[src/hdl/cdt_consts.vh]
// Constants for the channel diagnostic and timestamp block
`ifndef CDT_CONSTS_VH
`define CDT_CONSTS_VH
`define CDT_NUM_CH        8
`define CDT_ERR_PARAM_BIT 0
`define CDT_ERR_WIRE_BIT  4
`define CDT_MOD_CHANNEL_ERROR_SUMMARY_BIT 3
`define CDT_ERR_RESET     8'h00
`define CDT_TS_RESET      32'h0000_0000
`define CDT_CLK_MHZ       250
`define CDT_TICK_NS       1000
`define CDT_CLK_NS        4
`define CDT_TICK_CYCLES   (`CDT_TICK_NS / `CDT_CLK_NS)
`endif

[src/hdl/cdt_us_ticker.v]
// Free-running 32-bit microsecond counter with prescaler
`default_nettype none
`include "cdt_consts.vh"
module cdt_us_ticker #(
    parameter integer TICK_CYCLES = `CDT_TICK_CYCLES
) (
    input  wire        ref_clk,
    input  wire        rst_n,
    output reg  [31:0] us_count_q
);
    // Prescaler position within one microsecond
    reg [15:0] pre_q;
    wire       tick = (pre_q == TICK_CYCLES[15:0] - 16'h0001);

    // Prescaler gives a one-cycle pulse each microsecond
    always @(posedge ref_clk or negedge rst_n) begin
        if (!rst_n) begin
            pre_q <= 16'h0000;
        end else if (tick) begin
            pre_q <= 16'h0000;
        end else begin
            pre_q <= pre_q + 16'h0001;
        end
    end

    // Counter starts at zero and wraps naturally past all ones
    always @(posedge ref_clk or negedge rst_n) begin
        if (!rst_n) begin
            us_count_q <= `CDT_TS_RESET;
        end else if (tick) begin
            us_count_q <= us_count_q + 32'h0000_0001;
        end
    end
endmodule // cdt_us_ticker
`default_nettype wire

[src/hdl/cdt_channel_diag.v]
// Per-channel diagnostic bytes with microsecond timestamp capture
// Notes on behaviour
// Channel byte bit 0 flags parameterization error
// Channel byte bit 4 flags wire break
// Four-byte timestamp latched at diagnostic event
// 32-bit counter advances once per microsecond
// Counter is zero at power-on, counts up
// Counter wraps to zero and keeps running
// Summary bit n set while channel n errs
// Wire break monitored only when enabled
// Module diagnostic bit 3 on any channel error
// Prescaled tick; reserved channel bits read zero
`default_nettype none
`include "cdt_consts.vh"
module cdt_channel_diag #(
    parameter integer NUM_CH      = `CDT_NUM_CH,
    parameter integer TICK_CYCLES = `CDT_TICK_CYCLES
) (
    input  wire                ref_clk,
    input  wire                rst_n,
    input  wire [NUM_CH-1:0]   param_error,
    input  wire [NUM_CH-1:0]   wire_break_raw,
    input  wire [NUM_CH-1:0]   wire_break_enable,
    input  wire [2:0]          channel_select,
    output reg  [7:0]          channel_error_detail,
    output reg  [NUM_CH-1:0]   channel_error_summary,
    output reg  [7:0]          module_diag,
    output reg  [31:0]         diagnostic_timestamp,
    output reg                 diag_event,
    output wire [31:0]         us_count
);
    // Three-stage synchroniser on pin-level wire break inputs
    reg [NUM_CH-1:0] wb_s1_q;
    reg [NUM_CH-1:0] wb_s2_q;
    reg [NUM_CH-1:0] wb_s3_q;
    reg [NUM_CH-1:0] wb_q;       // Filtered level, changes when stages agree
    reg [NUM_CH-1:0] err_prev_q; // Error vector last cycle, for event edge
    reg [7:0]        err_byte_q [0:NUM_CH-1]; // Per-channel detail storage
    wire [NUM_CH-1:0] ch_err;
    integer i;

    // Timestamp source
    cdt_us_ticker #(
        .TICK_CYCLES (TICK_CYCLES)
    ) u_ticker (
        .ref_clk    (ref_clk),
        .rst_n      (rst_n),
        .us_count_q (us_count)
    );

    // Synchroniser; first stage feeds only the second
    always @(posedge ref_clk or negedge rst_n) begin
        if (!rst_n) begin
            wb_s1_q <= {NUM_CH{1'b0}};
            wb_s2_q <= {NUM_CH{1'b0}};
            wb_s3_q <= {NUM_CH{1'b0}};
            wb_q    <= {NUM_CH{1'b0}};
        end else begin
            wb_s1_q <= wire_break_raw;
            wb_s2_q <= wb_s1_q;
            wb_s3_q <= wb_s2_q;
            // Change only once stages two and three agree, rejecting glitches
            wb_q    <= (wb_s2_q & wb_s3_q) | (wb_q & (wb_s2_q | wb_s3_q));
        end
    end

    // Any error per channel; a disabled channel never reports a break
    assign ch_err = param_error | (wb_q & wire_break_enable);

    // Build detail bytes; reserved bits stay zero
    always @(posedge ref_clk or negedge rst_n) begin
        if (!rst_n) begin
            for (i = 0; i < NUM_CH; i = i + 1) begin
                err_byte_q[i] <= `CDT_ERR_RESET;
            end
        end else begin
            for (i = 0; i < NUM_CH; i = i + 1) begin
                err_byte_q[i] <= `CDT_ERR_RESET;
                err_byte_q[i][`CDT_ERR_PARAM_BIT] <= param_error[i];
                err_byte_q[i][`CDT_ERR_WIRE_BIT]  <= wb_q[i] & wire_break_enable[i];
            end
        end
    end

    // Summary, module byte, event detection and timestamp capture
    always @(posedge ref_clk or negedge rst_n) begin
        if (!rst_n) begin
            channel_error_summary <= {NUM_CH{1'b0}};
            module_diag           <= 8'h00;
            err_prev_q            <= {NUM_CH{1'b0}};
            diag_event            <= 1'b0;
            diagnostic_timestamp  <= `CDT_TS_RESET;
            channel_error_detail  <= `CDT_ERR_RESET;
        end else begin
            channel_error_summary <= ch_err;
            module_diag <= 8'h00;
            module_diag[`CDT_MOD_CHANNEL_ERROR_SUMMARY_BIT] <= |ch_err;
            err_prev_q <= ch_err;
            // New error on any channel is a diagnostic event
            diag_event <= |(ch_err & ~err_prev_q);
            if (|(ch_err & ~err_prev_q)) begin
                diagnostic_timestamp <= us_count;
            end
            // Selected channel presented for readout
            channel_error_detail <= err_byte_q[channel_select];
        end
    end
endmodule // cdt_channel_diag
`default_nettype wire

[config.mk]
export PLATFORM = sky130hd
export DESIGN_NAME = cdt_channel_diag
export DESIGN_NICKNAME = d
export VERILOG_FILES = /design/src/hdl/cdt_us_ticker.v /design/src/hdl/cdt_channel_diag.v
export VERILOG_INCLUDE_DIRS = /design/src /design/src/hdl
export SDC_FILE = /design/constraint.sdc
export NUM_CORES = 1
export LEC_CHECK = 0
export ABC_AREA = 1
export BUFFER_PORTS_ARGS = -buffer_cell sky130_fd_sc_hd__buf_2
export CAP_MARGIN = 5
export CORE_UTILIZATION = 50
export CTS_CLUSTER_DIAMETER = 80
export DETAILED_ROUTE_END_ITERATION = 10
export PLACE_DENSITY = 0.72
export SYNTH_ARGS = -nofsm -noshare
export SYNTH_HDL_FRONTEND = slang
export SYNTH_HIERARCHICAL = 1
export SYNTH_SLANG_ARGS = --single-unit
[constraint.sdc]
create_clock -name ref_clk -period 1.8 [get_ports ref_clk]
set_clock_uncertainty 0.1 [all_clocks]
set_input_delay 0.36 -clock ref_clk [delete_from_list [all_inputs] [get_ports ref_clk]]
set_output_delay 0.36 -clock ref_clk [all_outputs]
set_load 0.005 [all_outputs]
==> results.md <==
* Fraction of layout cells with a size suffix above 1 at 0.2425
* Largest net degree at the start of global routing at 41
* Vias in the first global route at 5115
* Fin crit period at 1758 ps
* Wire per inst at 14.67 um
* Grt total ovfl at 0
* Residual DRC at 0
* Die Y at 113.5 um
* Starting Density at 0.5155
* Gp weighted congestion at 0.8789
* Yosys reg bits at 140
* GR met2 Demand/Resource at 0.4146
* Clock Sinks at 140
* Crit Path Max Fanout at 8
* Antenna cell count at 0
* Iter 0 DRT Violations at 386
* H-tree Lvls at 4
* P_leak at 4.149 nW
* Final Power at 7.325 mW
* Sequential area share after synthesis at 0.5635
* Final worst setup slack at 42.38 ps
* CTS Buf Count at 17
* Cell variety after synth at 32
* Post-route ant nets at 0
* Worst EP required at 2050 ps
* DP Worst Slack at 53.94 ps
* Worst-path clk slew at 60 ps
* Syn Area/Cell at 8.933 um^2
* P per Cell Area at 931.5 nW/um^2
* Final Hold Vio Count at 0
* Row cnt at 40
* GRT met1 Usage at 0.3164
* I/O pins at 118
* Total track usage at 0.2509
* DRT Wirelength at 15110 um
* Clock Latency Late Sink at 420 ps
* HPWL Detailed at 10650 um
* Core box area at 12060 um^2
* Final Max Tran Viols at 0
* TritonCTS clock tree: done
* Net count reported at finish at 881
* Vias per Instance at 5.019
* Fin crit share at 0.9765
* Top-area cell type share of the netlist area at 0.5635
* RSZ-0062 raised after global routing: true
* Synth Instances at 696
* Setup violations, final at 0
* Pre-antenna DRT Iters at 5
* Worst EP arrival at 2000 ps
* First-pass GRT wire length at 24670 um
* GRT Max-Usage Layer: met2
* Worst Setup End Kind: register
* Clk root buf: clkbuf_16
* Initial antenna violation count at 0
* Crit path launch type: register
* VDD IR-drop max at 0.6583 mV
* Max-cap violations at 0
* Ranking of synthesized cells by area: dfrtp_1, nand2_1, nand3_1, inv_1, nor2_1
* Via count at 5170
* Port Buffer Count at 104
* Util after Layout at 0.6520
* Status: complete, no violations
* Hold Crit Class: input port to register
* Synthesized cell area at 6217 um^2
* Die Wd at 113.5 um
* F_max at 0.5690 GHz
* Clk buf depth at 2
* GR Layer Usage met3 at 0.06908
* Synth warn at 6
* Kind of critical path: register to register
* Area Growth Syn to Fin at 26.48%
* Yosys top cell by area: dfrtp_1
* Die area at 12880 um^2
## worst max-delay path: stages, from the launching register on
cell	delay (ps)
dfrtp_1	400
inv_1	70
ha_2	180
nand2_1	50
inv_1	60
nand2_2	70
nor2_2	140
nand2_4	130
nor2_4	200
buf_4	150
xor2_2	130
## power breakdown
group | switching (mW) | leakage, nW | internal, mW | total [mW]
logic | 0.256 | 2.05 | 0.149 | 0.405
registers | 0.0424 | 1.80 | 3.24 | 3.28
clock network | 1.34 | 0.299 | 2.30 | 3.64
## layout make-up
| type | count | area, um^2 |
|---|---|---|
| tap | 168 | 210.2 |
| clock buffer | 20 | 466.7 |
| clock inverter | 12 | 157.7 |
| multi-input combinational | 469 | 2317 |
| inverter | 75 | 281.5 |
| sequential | 140 | 3505 |
| fill | 983 | 4198 |
| timing repair buffer | 146 | 925.9 |
## worst paths after layout
check / startpoint / depth (start not counted) / slack [ps] / to
min reg2reg: wb_s1_q[1] / 0 / 250 / wb_s2_q[1]
max: u_ticker/pre_q[1] / 10 / 40 / u_ticker/us_count_q[6]
max in group asynchronous: rst_n / 3 / 710 / u_ticker/us_count_q[1]
max reg2reg: u_ticker/pre_q[1] / 10 / 40 / u_ticker/us_count_q[6]
min: wire_break_enable[1] / 3 / 50 / err_byte_q[52]
min in group asynchronous: rst_n / 2 / 300 / diagnostic_timestamp[25]
## per-stage QoR
stage	std cells	area (um^2)	setup TNS [ps]	hold WS, ps
5_1_grt	1030	7864	-203.7	53.99
6_report	1030	7864	0	54.86
2_1_floorplan	708	6262	0	-35.59
3_5_place_dp	975	6989	0	198.1
4_1_cts	1024	7784	0	43.14
3_3_place_gp	975	6989	0	192.8
## placed cells by master (no fill, tap or decap), drive strengths merged, types with 6 or more instances in the layout
| cell type | Yosys | routed |
|---|---|---|
| nor2 | 75 | 76 |
| inv | 75 | 78 |
| nor3 | 10 | 10 |
| xor2 | 8 | 8 |
| dfrtp | 140 | 140 |
| buf | 25 | 129 |
| nand3b | 6 | 6 |
| nand2 | 231 | 231 |
| nand3 | 65 | 65 |
| nand4 | 18 | 18 |
| maj3 | 8 | 8 |
| o21ai | 14 | 14 |
| dlygate4sd3 | 0 | 17 |
| conb | 1 | 13 |
| clkbuf | 0 | 20 |
## synthesized netlist by cell type (all sizes together)
| cell type | count |
|---|---|
| and2 | 2 |
| nand3b | 6 |
| nand4 | 18 |
| ha | 3 |
| maj3 | 8 |
| xor2 | 8 |
| nand2 | 231 |
| o21ai | 14 |
| inv | 75 |
| o22ai | 4 |
| nand3 | 65 |
| nor3 | 10 |
| nor2 | 75 |
| o21bai | 1 |
| a21oi | 4 |
| a31oi | 1 |
| buf | 25 |
| xnor2 | 5 |
| conb | 1 |
| dfrtp | 140 |
## sequential cells by signal (all words and copies together), names as in the netlist
name,flops
diagnostic_timestamp,32
diag_event,1
u_ticker/us_count_q,32
wb_s1_q,8
u_ticker/pre_q,16
err_byte_q,16
module_diag,1
wb_s3_q,8
wb_s2_q,8
channel_error_detail,2
wb_q,8
channel_error_summary,8
## repair_timing
| item | in CTS | in global routing |
|---|---|---|
| hold endpoints to repair | 51 | 0 |
| setup buffers | 0 | 5 |
| gates resized for setup | 0 | 9 |
| hold buffers | 17 | 0 |
| setup endpoints to repair | 0 | 45 |
## kinds of logic (layout without fill, tap and decap cells)
kind of cell               after synthesis  count (layout)  share of synthesized area
adders and majority gates               11              11                    0.01892
and+or+nand+nor                        407             408                     0.2997
DFF                                    140             140                     0.5635
buffers and inverters                  100             253                    0.07708
AOI/OAI and AO/OA                       24              24                    0.02073
xor gates and xnor gates                13              13                    0.01952
other                                    1              13                  0.0006032
## metal layers
layer / wire (um) / share of wire
met5: 0 / 0
met3: 823 / 0.054
met1: 6529 / 0.43
met2: 7463 / 0.49
met4: 298 / 0.020
(Power assumes the default switching activity.)
